[config.mk]
export PLATFORM = sky130hd
export DESIGN_NAME = path_initializing_state_top
export DESIGN_NICKNAME = d
export VERILOG_FILES = /design/src/design/path_initializing_state_pkg.sv /design/src/design/path_initializing_state_top.sv
export SDC_FILE = /design/constraint.sdc
export NUM_CORES = 1
export LEC_CHECK = 0
export ABC_AREA = 1
export BUFFER_PORTS_ARGS = -buffer_cell sky130_fd_sc_hd__buf_2
export CAP_MARGIN = 30
export CORE_MARGIN = 1
export CORE_UTILIZATION = 50
export CTS_CLUSTER_DIAMETER = 120
export DETAILED_ROUTE_END_ITERATION = 6
export PLACE_DENSITY = 0.75
export SETUP_SLACK_MARGIN = 0.3
export SYNTH_ARGS = -nofsm -noshare
export SYNTH_HDL_FRONTEND = slang
export SYNTH_SLANG_ARGS = --single-unit
[constraint.sdc]
create_clock -name clk -period 8.29 [get_ports clk]
set_input_delay 1.2435 -clock clk [delete_from_list [all_inputs] [get_ports clk]]
set_output_delay 1.2435 -clock clk [all_outputs]
set_load 0.05 [all_outputs]
[src/design/path_initializing_state_pkg.sv]
// Purpose: constants and types for the data path init sequencer
// Assumes: eight host lanes, one register bus of 32-bit words
// Notes: offsets are word-aligned byte addresses
package path_initializing_state_pkg;
  localparam int unsigned lanes = 8;
  localparam logic [7:0] off_app_select = 8'h00;
  localparam logic [7:0] off_apply_trig = 8'h04;
  localparam logic [7:0] off_deinit_req = 8'h08;
  localparam logic [7:0] off_active_app = 8'h0c;
  localparam logic [7:0] off_init_pend = 8'h10;
  localparam logic [7:0] off_cfg_status = 8'h14;
  localparam logic [7:0] off_state_flag = 8'h18;
  localparam logic [7:0] off_irq_status = 8'h1c;
  localparam logic [7:0] off_irq_mask = 8'h20;
  localparam logic [7:0] off_path_state = 8'h24;
  localparam logic [7:0] off_supported = 8'h28;
  localparam logic [7:0] deinit_reset = 8'h00;
  localparam logic [7:0] mask_reset = 8'h00;
  localparam logic [3:0] app_code_reset = 4'h1;
  localparam logic [15:0] supported_apps = 16'h000e;
  localparam int unsigned app_w = 4;
  localparam int unsigned init_time_ns = 100;
  localparam int unsigned clk_period_ns = 5;
  localparam int unsigned init_cycles = (init_time_ns + clk_period_ns - 1) / clk_period_ns;
  localparam int unsigned irq_evt_cfg = 0;
  localparam int unsigned irq_evt_init = 1;
  localparam logic [1:0] cfg_undefined = 2'h0;
  localparam logic [1:0] cfg_accepted = 2'h1;
  localparam logic [1:0] cfg_rejected = 2'h2;
  typedef enum logic [1:0] {
    path_initializing_state_deact_s = 2'b00,
    path_initializing_state_init_s = 2'b01,
    path_initializing_state_done_s = 2'b11
  } path_initializing_state_state_t;
  typedef struct packed {
    logic [7:0] addr;
    logic [31:0] wdata;
    logic wr;
    logic rd;
  } path_initializing_state_bus_req_t;
endpackage

[src/design/path_initializing_state_top.sv]
// Purpose: data path configuration and initialization sequencer
// Assumes: host keeps its sequence; single data path state for all lanes
// Notes: flags clear on read; interrupt status clears by writing one
// Overview of operation
// - on a trigger the staged code is checked and copied to the active set only if valid.
// - init-pending bits are updated before the result status fields.
// - when the deinit condition goes false the path enters initializing.
// - while initializing the path resources are set up, then pending bits clear.
// - entry into initialized sets the state-changed flags and the interrupt.
// - reading the flag register clears the latched flags.
`timescale 1ns/100ps
module path_initializing_state_top
  import path_initializing_state_pkg::*;
(
  input wire logic clk,
  input wire logic srst,
  input wire path_initializing_state_pkg::path_initializing_state_bus_req_t bus_req,
  output logic [31:0] rdata,
  output logic irq
);
  import path_initializing_state_pkg::*;

  logic [app_w-1:0] staged_app_r [lanes];
  logic [app_w-1:0] active_app_r [lanes];
  logic [lanes-1:0] deinit_r;
  logic [lanes-1:0] pend_r;
  logic [lanes-1:0] trig_r;
  logic [1:0] status_r [lanes];
  logic [lanes-1:0] flag_r;
  logic [1:0] irq_stat_r;
  logic [1:0] irq_mask_r;
  logic [lanes-1:0] init_lanes_r;
  logic [7:0] cnt_r;
  logic cfg_stage_r;
  path_initializing_state_state_t state_r;
  logic wr_hit;
  logic rd_hit;
  logic [lanes-1:0] lane_valid;
  logic [lanes-1:0] cond_false;
  logic init_done;
  logic [1:0] irq_evt;

  assign wr_hit = bus_req.wr;
  assign rd_hit = bus_req.rd;

  always_comb begin
    for (int i = 0; i < lanes; i++) begin
      lane_valid[i] = supported_apps[staged_app_r[i]];
    end
  end

  // staged code writes, one nibble per lane
  always_ff @(posedge clk) begin
    if (srst) begin
      for (int i = 0; i < lanes; i++) begin
        staged_app_r[i] <= app_code_reset;
      end
    end else if (wr_hit && bus_req.addr == off_app_select) begin
      for (int i = 0; i < lanes; i++) begin
        staged_app_r[i] <= bus_req.wdata[i*app_w +: app_w];
      end
    end
  end

  // trigger latch held for the two-step update
  always_ff @(posedge clk) begin
    if (srst) begin
      trig_r <= '0;
      cfg_stage_r <= 1'b0;
    end else if (cfg_stage_r) begin
      cfg_stage_r <= 1'b0;
      trig_r <= '0;
    end else if (wr_hit && bus_req.addr == off_apply_trig && bus_req.wdata[lanes-1:0] != '0) begin
      trig_r <= bus_req.wdata[lanes-1:0];
      cfg_stage_r <= 1'b1;
    end
  end

  always_ff @(posedge clk) begin
    if (srst) begin
      for (int i = 0; i < lanes; i++) begin
        active_app_r[i] <= app_code_reset;
      end
    end else if (wr_hit && bus_req.addr == off_apply_trig && !cfg_stage_r) begin
      for (int i = 0; i < lanes; i++) begin
        if (bus_req.wdata[i] && lane_valid[i]) begin
          active_app_r[i] <= staged_app_r[i];
        end
      end
    end
  end

  always_ff @(posedge clk) begin
    if (srst) begin
      deinit_r <= deinit_reset;
    end else if (wr_hit && bus_req.addr == off_deinit_req) begin
      deinit_r <= bus_req.wdata[lanes-1:0];
    end
  end

  // pending clears after init
  // a trigger landing on the init_done cycle must not lose its pending bits
  always_ff @(posedge clk) begin
    if (srst) begin
      pend_r <= '0;
    end else begin
      pend_r <= (init_done ? (pend_r & ~init_lanes_r) : pend_r)
                | ((wr_hit && bus_req.addr == off_apply_trig && !cfg_stage_r) ?
                   (bus_req.wdata[lanes-1:0] & lane_valid) : '0);
    end
  end

  always_ff @(posedge clk) begin
    if (srst) begin
      for (int i = 0; i < lanes; i++) begin
        status_r[i] <= cfg_undefined;
      end
    end else if (cfg_stage_r) begin
      for (int i = 0; i < lanes; i++) begin
        if (trig_r[i]) begin
          status_r[i] <= lane_valid[i] ? cfg_accepted : cfg_rejected;
        end
      end
    end
  end

  // pending lanes whose deinit went low
  assign cond_false = pend_r & ~deinit_r;
  // fixed resource setup time stands in for analog bring-up
  assign init_done = (state_r == path_initializing_state_init_s) && (cnt_r == 8'(init_cycles - 1));

  always_ff @(posedge clk) begin
    if (srst) begin
      state_r <= path_initializing_state_deact_s;
      cnt_r <= 8'h00;
      init_lanes_r <= '0;
    end else begin
      unique case (state_r)
        path_initializing_state_deact_s, path_initializing_state_done_s: begin
          if (cond_false != '0 && !cfg_stage_r) begin
            state_r <= path_initializing_state_init_s;
            init_lanes_r <= cond_false;
            cnt_r <= 8'h00;
          end
        end
        path_initializing_state_init_s: begin
          cnt_r <= cnt_r + 8'h01;
          if (init_done) begin
            state_r <= path_initializing_state_done_s;
          end
        end
      endcase
    end
  end

  always_ff @(posedge clk) begin
    if (srst) begin
      flag_r <= '0;
    end else begin
      flag_r <= ((rd_hit && bus_req.addr == off_state_flag) ? '0 : flag_r) | (init_done ? init_lanes_r : '0);
    end
  end

  assign irq_evt = {init_done, cfg_stage_r};

  // sticky status, write one clears, set wins
  always_ff @(posedge clk) begin
    if (srst) begin
      irq_stat_r <= 2'h0;
      irq_mask_r <= mask_reset[1:0];
    end else begin
      irq_stat_r <= (irq_stat_r & ~((wr_hit && bus_req.addr == off_irq_status) ? bus_req.wdata[1:0] : 2'h0))
                    | irq_evt;
      if (wr_hit && bus_req.addr == off_irq_mask) begin
        irq_mask_r <= bus_req.wdata[1:0];
      end
    end
  end

  always_ff @(posedge clk) begin
    if (srst) begin
      irq <= 1'b0;
    end else begin
      irq <= (|(irq_stat_r & irq_mask_r)) || (|flag_r);
    end
  end

  always_ff @(posedge clk) begin
    if (srst) begin
      rdata <= 32'h0000_0000;
    end else begin
      rdata <= 32'h0000_0000;
      if (rd_hit) begin
        unique case (bus_req.addr)
          off_app_select: begin
            for (int i = 0; i < lanes; i++) rdata[i*app_w +: app_w] <= staged_app_r[i];
          end
          off_active_app: begin
            for (int i = 0; i < lanes; i++) rdata[i*app_w +: app_w] <= active_app_r[i];
          end
          off_cfg_status: begin
            for (int i = 0; i < lanes; i++) rdata[i*2 +: 2] <= status_r[i];
          end
          off_deinit_req: rdata[lanes-1:0] <= deinit_r;
          off_init_pend: rdata[lanes-1:0] <= pend_r;
          off_state_flag: rdata[lanes-1:0] <= flag_r;
          off_irq_status: rdata[1:0] <= irq_stat_r;
          off_irq_mask: rdata[1:0] <= irq_mask_r;
          off_path_state: rdata[1:0] <= state_r;
          off_supported: rdata[15:0] <= supported_apps;
          default: rdata <= 32'h0000_0000;
        endcase
      end
    end
  end
endmodule

==> impl_results.md, run 1 <==
- Combinational cell fraction of total power: approximately 4.3%
- Final hold vios: 0
- Period minus WS final: roughly 3.0 ns
- Pin count of the biggest net entering global routing: 61
- Endpoint arrival time on the critical path: 3.35 ns
- Violation count after the first detailed-route iteration: just under 600
- Length of the first detailed-routing pass in iterations: 5
- Clock Root Buffer: clkbuf_16
- Global-route total usage across every layer: a little under a quarter
- Die Width: 121 um
- Total wire length: 16.3 mm
- Net count of the finished layout: 960
- Unrepaired setup endpoints after global routing: no
- Most frequent cells in the layout: nand2_1 (220), nor2_1 (115), inv_1 (88), dfxtp_1 (88), edfxtp_1 (80)
- Fraction of met2 tracks used by global routing: 37.6%
- Via density per instance: 5.17
- Wirelength per Cell: 14.7 um
- Final setup skew: 0.00901 ns
- Internal power component: 1.34 mW
- Pins Over Slew Limit: 0
- Die Height: 121 um
- Maximum ir drop on the vdd rail: between 0.0001 and 0.00015 V
- Period Utilization, post-route: 36.6%
- Signed area change from the synthesized netlist to the final layout: 15.7%
- Post-Place Worst Slack: 4.79 ns
- Final antenna diode count: 0
- GRT met1 Usage: 31.4%
- Utilization after layout: 59.2%
- Sequential element share of the synthesized area: 58.6%
- CTS Sinks: around 170
- Required time of the critical path: between 8 and 9 ns
- Startpoint type of the worst setup path: input port
- Global-route wire length before repair: between 20 and 30 mm
- Count of maximum capacitance violations: 0
- Multi-input combinational cell area: 2510 um2
- Largest fanout of any net on the critical path: 41
- Ratio of total power to cell area: 210 nW/um2
- Sequential cell area: 4160 um2
- Maximum clock path buffer count: 2
- Final setup TNS: 0 ns
- Hold Crit Class: reg -> reg
- Gates resized, CTS repair: 0
- Remaining DRCs: 0
- Post-CTS setup buffer count: 0
- Flops & latches, synth: roughly 170
- Share of post-route cells with drive strength above 1: 15.3%
- Area inside the core boundary: 13,900 um2
- Clock slew at the register clock pins of the worst setup and hold paths: 0.06 ns
- Post-synth design cell area: between 7000 and 8000 um2
- Full die area: between 10,000 and 15,000 um2
- Number of input and output port buffers inserted: 76
- Smallest setup slack after layout: 5.26 ns
- Number of buffers added by the clock tree synthesis step: 17
- H-tree depth reported by CTS: 4
- Timing-limited maximum frequency: roughly 330 MHz
- Initial antenna violation count: 0
- GP Congestion: 0.890
- Clock power share: between 40% and 50%
- Leftover overflow at the end of global routing: 0
- Hpwl dp: 11.3 mm
- Count of yosys warnings during synthesis: 0
- Proportion of power drawn by flip-flops and latches: 52.4%
- Initial standard-cell utilization of the core: 51.2%
- CTS tree: yes
- Vias in the first global route: 5,271
- Post-detailed-route count of antenna-violating nets: 0
- Net Sw Frac: 22.6%
- Measured slew at the worst slew-check pin: roughly 0.87 ns
- Count of standard-cell rows: 43
- Average footprint of a synthesized cell: 8.56 um2
- Post-route cell area: 8220 um2
- Via count: 5,722
- Number of standard cells after synthesis: 830
- Total net switching power: 0.391 mW
- Critical setup path kind: in -> reg
- Leading cell type in the layout, fill and taps excluded: nand2_1
- Capturing element type of the critical path: flop
- Clock insertion delay at the later pin of the skew report: 0.43 ns
- Static leakage: 3.47 nW
- Distinct cell type count of the synthesized netlist: 38
- M3 GR Usage: 5.12%
- Setup slack on the worst flop-to-flop path: 6.02 ns
- Number of top-level design ports: a little under 80
- Cell Area, Placed: 7660 um2
- Hold-fix buffers at CTS: 0
- Filler Cells Inserted: 1,264
- Relative slew slack: between 40% and 50%
- # setup viols final: 0
- Run status: completed
- Most congested layer reported by global routing: met2
state kept, by name, indices dropped and copies added, names as in the netlist, 8 cells and up:
signal,cells
active_app_r,32
rdata,32
staged_app_r,32
status_r,16
cnt_r,8
deinit_r,8
flag_r,8
init_lanes_r,8
pend_r,8
trig_r,8
cells by family (layout without fill, tap and decap cells):
kind of cell	Yosys count	after routing	share of synthesized area, %
buf+inv	118	204	6.66
other cells	1	12	0.0528
compound gates	111	111	8.05
flops	168	168	58.6
fa+ha+maj	2	2	0.352
simple gates	430	430	26.3
cells in the mapped netlist, drive strengths merged:
cell type	instances	area [um2]
nor2	124	498
o21ai	42	210
or2	12	75.1
ha	2	25.0
nand4	5	31.3
buf	11	71.3
clkbuf	15	56.3
nand3	45	265
dfxtp	88	1760
inv	91	342
conb	1	3.75
a31oi	1	6.26
a21boi	1	7.51
nor3	12	87.6
a41oi	1	8.76
edfxtp	80	2400
and2	1	8.76
or3	1	6.26
nor3b	1	7.51
o211ai	3	22.5
o22ai	1	6.26
nand3b	1	7.51
nand2	222	843
nor4	6	37.5
a21oi	62	310
clkinv	1	3.75
layout make-up:
| cell class | count | share of cell area, % |
|---|---|---|
| Clock inverter | 13 | 1.45 |
| Multi-Input combinational cell | 555 | 30.6 |
| Inverter | 92 | 4.20 |
| Clock buffer | 19 | 5.39 |
| Sequential cell | 168 | 50.7 |
| Timing Repair Buffer | 80 | 4.99 |
| Tap cell | 180 | 2.74 |
stage by stage:
step                      cells  hold slack (ns)  power, mW
final                      1107            0.464       1.73
after global routing       1107            0.474       1.78
after CTS                  1107            0.466       1.74
after detailed placement   1075            0.456      0.998
after global placement     1075            0.453      0.996
after floorplan             841            0.437      0.967
power groups by stage:
stage / sequential (mW) / clock, mW / combinational (mW)
2_1_floorplan: 0.921 / 0 / 0.0463
3_3_place_gp: 0.924 / 0 / 0.0720
3_5_place_dp: 0.924 / 0 / 0.0737
4_1_cts: 0.906 / 0.762 / 0.0740
5_1_grt: 0.909 / 0.787 / 0.0840
6_report: 0.906 / 0.748 / 0.0743
routing by layer:
metal  up-vias  wire [um]
met3        23       1230
met2       232       7600
li1       2834          -
met4         0        328
met1      2633       7120
met5         -          0
critical path, cell delays in order:
cell	delay, ns
buf_2	0.60
inv_1	0.13
nand2_1	0.68
inv_1	0.44
o21ai_0	0.18
a21oi_1	0.05
final timing paths:
path | start | end | cells past startpoint
setup / recovery | srst | rdata[6]$_SDFF_PP0_ | 6
hold / removal | init_lanes_r[3]$_SDFFE_PP0P_ | init_lanes_r[3]$_SDFFE_PP0P_ | 2
setup reg to reg | cfg_stage_r$_SDFF_PP0_ | init_lanes_r[1]$_SDFFE_PP0P_ | 5
hold reg to reg | init_lanes_r[3]$_SDFFE_PP0P_ | init_lanes_r[3]$_SDFFE_PP0P_ | 2
Note: power is estimated with default switching activity, not from simulation.
==> run 2: changes to the inputs <==
==> constraint.sdc (replaced) <==
create_clock -name clk -period 3.15 [get_ports clk]
set_input_delay 0.4725 -clock clk [delete_from_list [all_inputs] [get_ports clk]]
set_output_delay 0.4725 -clock clk [all_outputs]
set_load 0.05 [all_outputs]
==> run 2 against run 1 <==
  * Non-clock buffer count rose by 4
  * Sequential share of layout area fell by 0.26 points
  * First-iteration DRC count fell by 19%
  * Clock skew barely moved
  * Clock-buffer cell count did not move
  * Total power rose to 2.7 times the previous value
  * Die area did not move
  * Design area rose by 0.52%
  * Combinational power rose to 2.7 times the previous value
  * Utilization rose by 0.31 points
  * Register-to-register slack got worse by 4.9 ns
  * Wire length rose by 0.47%
  * Largest power group unchanged
==> impl_results.md, run 2 (synthesis results as in run 1) <==
- Slowest cell on the critical path: nor3_2
- Startpoint of the lowest-slack hold path: bus_req[30]
- Static leakage: 3.51 nW
- Final setup TNS: 0 ns
- Startpoint type of the worst setup path: flop
- Required time of the critical path: between 3 and 4 ns
- Count of standard-cell rows: 43
- Via count: 5,756
- Initial antenna violation count: 0
- Capturing element type of the critical path: flop
- Reg2reg start: state_r[0]$_SDFFE_PP0P_
- Largest registers: active_app_r x32, rdata x32, staged_app_r x32
- Clock insertion delay at the later pin of the skew report: 0.44 ns
- Post-detailed-route count of antenna-violating nets: 0
- Die Height: between 100 and 150 um
- Timing startpoint of the critical path: state_r[0]$_SDFFE_PP0P_
- Crit path cell chain: ha_1, inv_1, nor3_2, nand2_1, nand3_1, nand2_1
- Number of buffers added by the clock tree synthesis step: 17
- Post-CTS setup buffer count: 0
- H-tree depth reported by CTS: 4
- Global-route total usage across every layer: 24.1%
- Via density per instance: 5.18
- Most frequent cells in the layout: nand2_1 (220), nor2_1 (115), inv_1 (88), dfxtp_1 (88), edfxtp_1 (80)
- Signed area change from the synthesized netlist to the final layout: 16.3%
- Critical setup path kind: reg -> reg
- Post-route cell area: just over 8000 um2
- Unrepaired setup endpoints after global routing: no
- Timing-limited maximum frequency: 491 MHz
- Filler Cells Inserted: ~1,200
- Final setup skew: approximately 0.0086 ns
- Share of post-route cells with drive strength above 1: around 16%
- CTS Sinks: 168
- Endpoint arrival time on the critical path: 2.37 ns
- Relative slew slack: between 40% and 50%
- Area inside the core boundary: 13,900 um2
- Run status: completed
- Maximum clock path buffer count: 2
- Pins Over Slew Limit: 0
- Hold WS: 0.289 ns
- Smallest setup slack after layout: 1.11 ns
- GP Congestion: just under 0.9
- Gates resized, CTS repair: 0
- Hpwl dp: 11.3 mm
- Remaining DRCs: 0
- Worst path buffer plus inverter count: 1
- Pin count of the biggest net entering global routing: 41
- Wirelength per Cell: around 15 um
- Ratio of total power to cell area: 557 nW/um2
- Vias in the first global route: 5,269
- Measured slew at the worst slew-check pin: approximately 0.75 ns
- Utilization after layout: between 50% and 60%
- Post-Place Worst Slack: 0.906 ns
- Period minus WS final: approximately 2.0 ns
- Cell type with the highest occurrence count on the critical path: nand2_1
- CTS tree: yes
- Net count of the finished layout: a little under 1,000
- Count of maximum capacitance violations: 0
- Period Utilization, post-route: 64.6%
- Final hold vios: 0
- Hold-fix buffers at CTS: 0
- Maximum ir drop on the vdd rail: around 0.00036 V
- Violation count after the first detailed-route iteration: 480
- Length of the first detailed-routing pass in iterations: 5
- Global-route wire length before repair: 26.5 mm
- Leftover overflow at the end of global routing: 0
- Full die area: 14,700 um2
- Hold Crit Class: in -> reg
- Largest fanout of any net on the critical path: 10
- Die Width: approximately 120 um
- Final antenna diode count: 0
- Cell Area, Placed: 7690 um2
- Number of top-level design ports: 77
- Clock Root Buffer: clkbuf_16
- Clock slew at the register clock pins of the worst setup and hold paths: 0.07 ns
- Leading cell type in the layout, fill and taps excluded: nand2_1
- Cell type group with the largest total delay on the critical path: simple AND/OR/NAND/NOR gates
- Number of input and output port buffers inserted: 76
- Total wire length: 16.4 mm
- Initial standard-cell utilization of the core: between 50% and 60%
- Largest incremental delay on the critical path: 0.66 ns
- # setup viols final: 0
==> run 2: stage by stage <==
stage,total power [mW],instances
after floorplan,2.54,841
after global placement,2.62,1079
after detailed placement,2.63,1079
after CTS,4.61,1111
after global routing,4.75,1111
final,4.60,1111
==> run 2: worst paths after layout <==
check,slack (ns),end,cells after the start
max,1.11,pend_r[5]$_SDFF_PP0_,6
min,0.29,staged_app_r[1][12]$_SDFFCE_PP1P_,2
min reg2reg,0.47,init_lanes_r[5]$_SDFFE_PP0P_,2
max reg2reg,1.11,pend_r[5]$_SDFF_PP0_,6
==> run 2: per-layer routing <==
layer  part of all wire [%]  GRT usage, %  wire length, um
met5                      0             0                0
met4                    2.7          9.18              434
met3                    8.0          6.16             1310
met2                     45          37.0             7370
met1                     44          32.6             7250
==> run 2: area by class of cell <==
cell class | instances | area (um2) | area share, %
inverters | 92 | 345 | 4.18
multi-input cells | 555 | 2510 | 30.4
flip-flops and latches | 168 | 4160 | 50.4
well taps | 180 | 225 | 2.73
repair buffers | 84 | 440 | 5.33
clock buffers | 19 | 453 | 5.48
clock inverters | 13 | 121 | 1.47
==> run 2: worst reg2reg max path, stage by stage, from the launching register on <==
cell and delay, ns:
dfxtp_1 0.41, ha_1 0.28, inv_1 0.14, nor3_2 0.66, nand2_1 0.23, nand3_1 0.16
nand2_1 0.06
==> run 2: where the power goes <==
group          internal, mW  switching, mW
clock                  1.14          0.878
combinational        0.0591          0.139
sequential             2.35         0.0348
total                  3.55           1.05
==> run 3: changes to the inputs <==
==> constraint.sdc (replaced) <==
create_clock -name clk -period 2.1 [get_ports clk]
set_input_delay 0.315 -clock clk [delete_from_list [all_inputs] [get_ports clk]]
set_output_delay 0.315 -clock clk [all_outputs]
set_load 0.05 [all_outputs]
==> run 3 against run 2 <==
  * Global-route usage rose by 0.48 points
  * Clock skew is 0.00095 ns lower
  * Clock-buffer cell count up 5
  * Fmax is 22% higher
  * Combinational power is 59% higher
  * Largest power group unchanged
==> impl_results.md, run 3 (synthesis results as in run 1) <==
- Capturing element type of the critical path: flop
- Total net switching power: 1.56 mW
- CTS Sinks: 168
- Vias in the first global route: 5,200
- Final antenna diode count: 0
- Final hold vios: 0
- Post-Place Worst Slack: 0.193 ns
- Net Sw Frac: between 20% and 30%
- Count of maximum capacitance violations: 0
- Initial standard-cell utilization of the core: 51.2%
- Number of top-level design ports: 77
- Largest incremental delay on the critical path: approximately 0.40 ns
- Largest registers: active_app_r x32, rdata x32, staged_app_r x32
- Combinational cell fraction of total power: 4.5%
- Remaining DRCs: 0
- Number of input and output port buffers inserted: 76
- Signed area change from the synthesized netlist to the final layout: 18.6%
- Period Utilization, post-route: 79.4%
- Net count of the finished layout: 975
- Unrepaired setup endpoints after global routing: no
- Clock slew at the register clock pins of the worst setup and hold paths: approximately 0.070 ns
- Internal power component: around 5.5 mW
- Cell type group with the largest total delay on the critical path: simple AND/OR/NAND/NOR gates
- Cell type with the highest occurrence count on the critical path: nand2_1
- Number of buffers added by the clock tree synthesis step: 17
- Hold Crit Class: in -> reg
- Endpoint arrival time on the critical path: 1.79 ns
- Proportion of power drawn by flip-flops and latches: 50.9%
- Via count: 5,805
- H-tree depth reported by CTS: 4
- Smallest setup slack after layout: approximately 0.43 ns
- Run status: completed
- Crit path cell chain: nor3_1, inv_1, nor2_1, nand2_1, nand2_1
- Post-detailed-route count of antenna-violating nets: 0
- Length of routed wiring on met1: ~7.4 mm
- Static leakage: 3.58 nW
- CTS tree: yes
- Total wire length: ~17 mm
- Violation count after the first detailed-route iteration: 519
- Startpoint type of the worst setup path: flop
- Slowest cell on the critical path: edfxtp_1
- Critical setup path kind: reg -> reg
- Max layer used: met4
- Maximum clock path buffer count: 2
- Maximum ir drop on the vdd rail: 0.000568 V
- # setup viols final: 0
- Largest fanout of any net on the critical path: 4
- Post-CTS setup buffer count: 0
- Count of standard-cell rows: 43
- Clock insertion delay at the later pin of the skew report: roughly 0.43 ns
- Clock power share: 44.6%
- Area inside the core boundary: 13,900 um2
- Total met3 wirelength after detailed routing: 1.40 mm
- Global-route wire length before repair: 26.9 mm
- Required time of the critical path: 2.22 ns
- Final setup skew: 0.00761 ns
- Pin count of the biggest net entering global routing: 49
- Hold-fix buffers at CTS: 0
- Via density per instance: about 5.2
- Gates resized, CTS repair: 0
- Leading cell type in the layout, fill and taps excluded: nand2_1
- Wirelength per Cell: 15.0 um
- Period minus WS final: 1.67 ns
- Timing-limited maximum frequency: 599 MHz
- Final setup TNS: 0 ns
- Length of the first detailed-routing pass in iterations: 5
- Full die area: 14,700 um2
- Global-route total usage across every layer: 24.6%
- Pins Over Slew Limit: 0
- Hpwl dp: 12.1 mm
- Initial antenna violation count: 0
- Share of post-route cells with drive strength above 1: between 10% and 20%
- Leftover overflow at the end of global routing: 0
- Hold WS: 0.137 ns
- Ratio of total power to cell area: between 800 and 900 nW/um2
- Worst path buffer plus inverter count: 1
- GP Congestion: 0.903
- Die Height: roughly 120 um
- Met2 Wirelength: 7.58 mm
- Most frequent cells in the layout: nand2_1 (220), nor2_1 (115), inv_1 (88), dfxtp_1 (88), edfxtp_1 (80)
- Clock Root Buffer: clkbuf_16
- Die Width: 121 um
==> run 3: worst paths after layout <==
kind	from	to	slack, ns	depth (start not counted)
hold reg to reg	init_lanes_r[5]$_SDFFE_PP0P_	init_lanes_r[5]$_SDFFE_PP0P_	0.46	2
hold / removal	bus_req[14]	staged_app_r[0][12]$_SDFFCE_PN1P_	0.14	2
setup / recovery	staged_app_r[0][6]$_SDFFCE_PN0P_	active_app_r[0][6]$_SDFFCE_PN0P_	0.43	5
setup reg to reg	staged_app_r[0][6]$_SDFFCE_PN0P_	active_app_r[0][6]$_SDFFCE_PN0P_	0.43	5
==> run 3: layout make-up <==
class,count,area [um2]
Inverter,92,345
Tap cell,180,225
Clock inverter,8,86.3
Multi-Input combinational cell,555,2520
Clock buffer,24,514
Sequential cell,168,4160
Fill cell,1202,5450
Timing Repair Buffer,95,573
==> run 3: layer usage <==
metal,track usage [%],up-vias
met5,0,-
met4,10.9,0
met3,5.36,35
met2,37.8,263
met1,33.3,2629
li1,-,2878
==> run 3: worst register-to-register path, stage by stage, from the launching register on <==
cell	delay (ns)
edfxtp_1	0.40
nor3_1	0.37
inv_1	0.12
nor2_1	0.23
nand2_1	0.08
nand2_1	0.16
==> run 3: power by group through the flow <==
| stage | combinational, mW | sequential (mW) | clock, mW |
|---|---|---|---|
| 6_report | 0.314 | 3.58 | 3.14 |
| 3_3_place_gp | 0.305 | 3.65 | 0 |
| 5_1_grt | 0.350 | 3.59 | 3.31 |
| 4_1_cts | 0.312 | 3.58 | 3.15 |
| 2_1_floorplan | 0.185 | 3.63 | 0 |
| 3_5_place_dp | 0.309 | 3.65 | 0 |
==> run 3: per-stage QoR <==
| step | utilization (%) | area [um2] | std cells | power, mW |
|---|---|---|---|---|
| finish | 60.7 | 8430 | 1122 | 7.03 |
| floorplan | - | 7160 | 841 | 3.82 |
| global placement | 56.4 | 7830 | 1090 | 3.95 |
| CTS | 60.7 | 8430 | 1122 | 7.04 |
| global route | 60.7 | 8430 | 1122 | 7.25 |
| detailed placement | 56.4 | 7830 | 1090 | 3.96 |
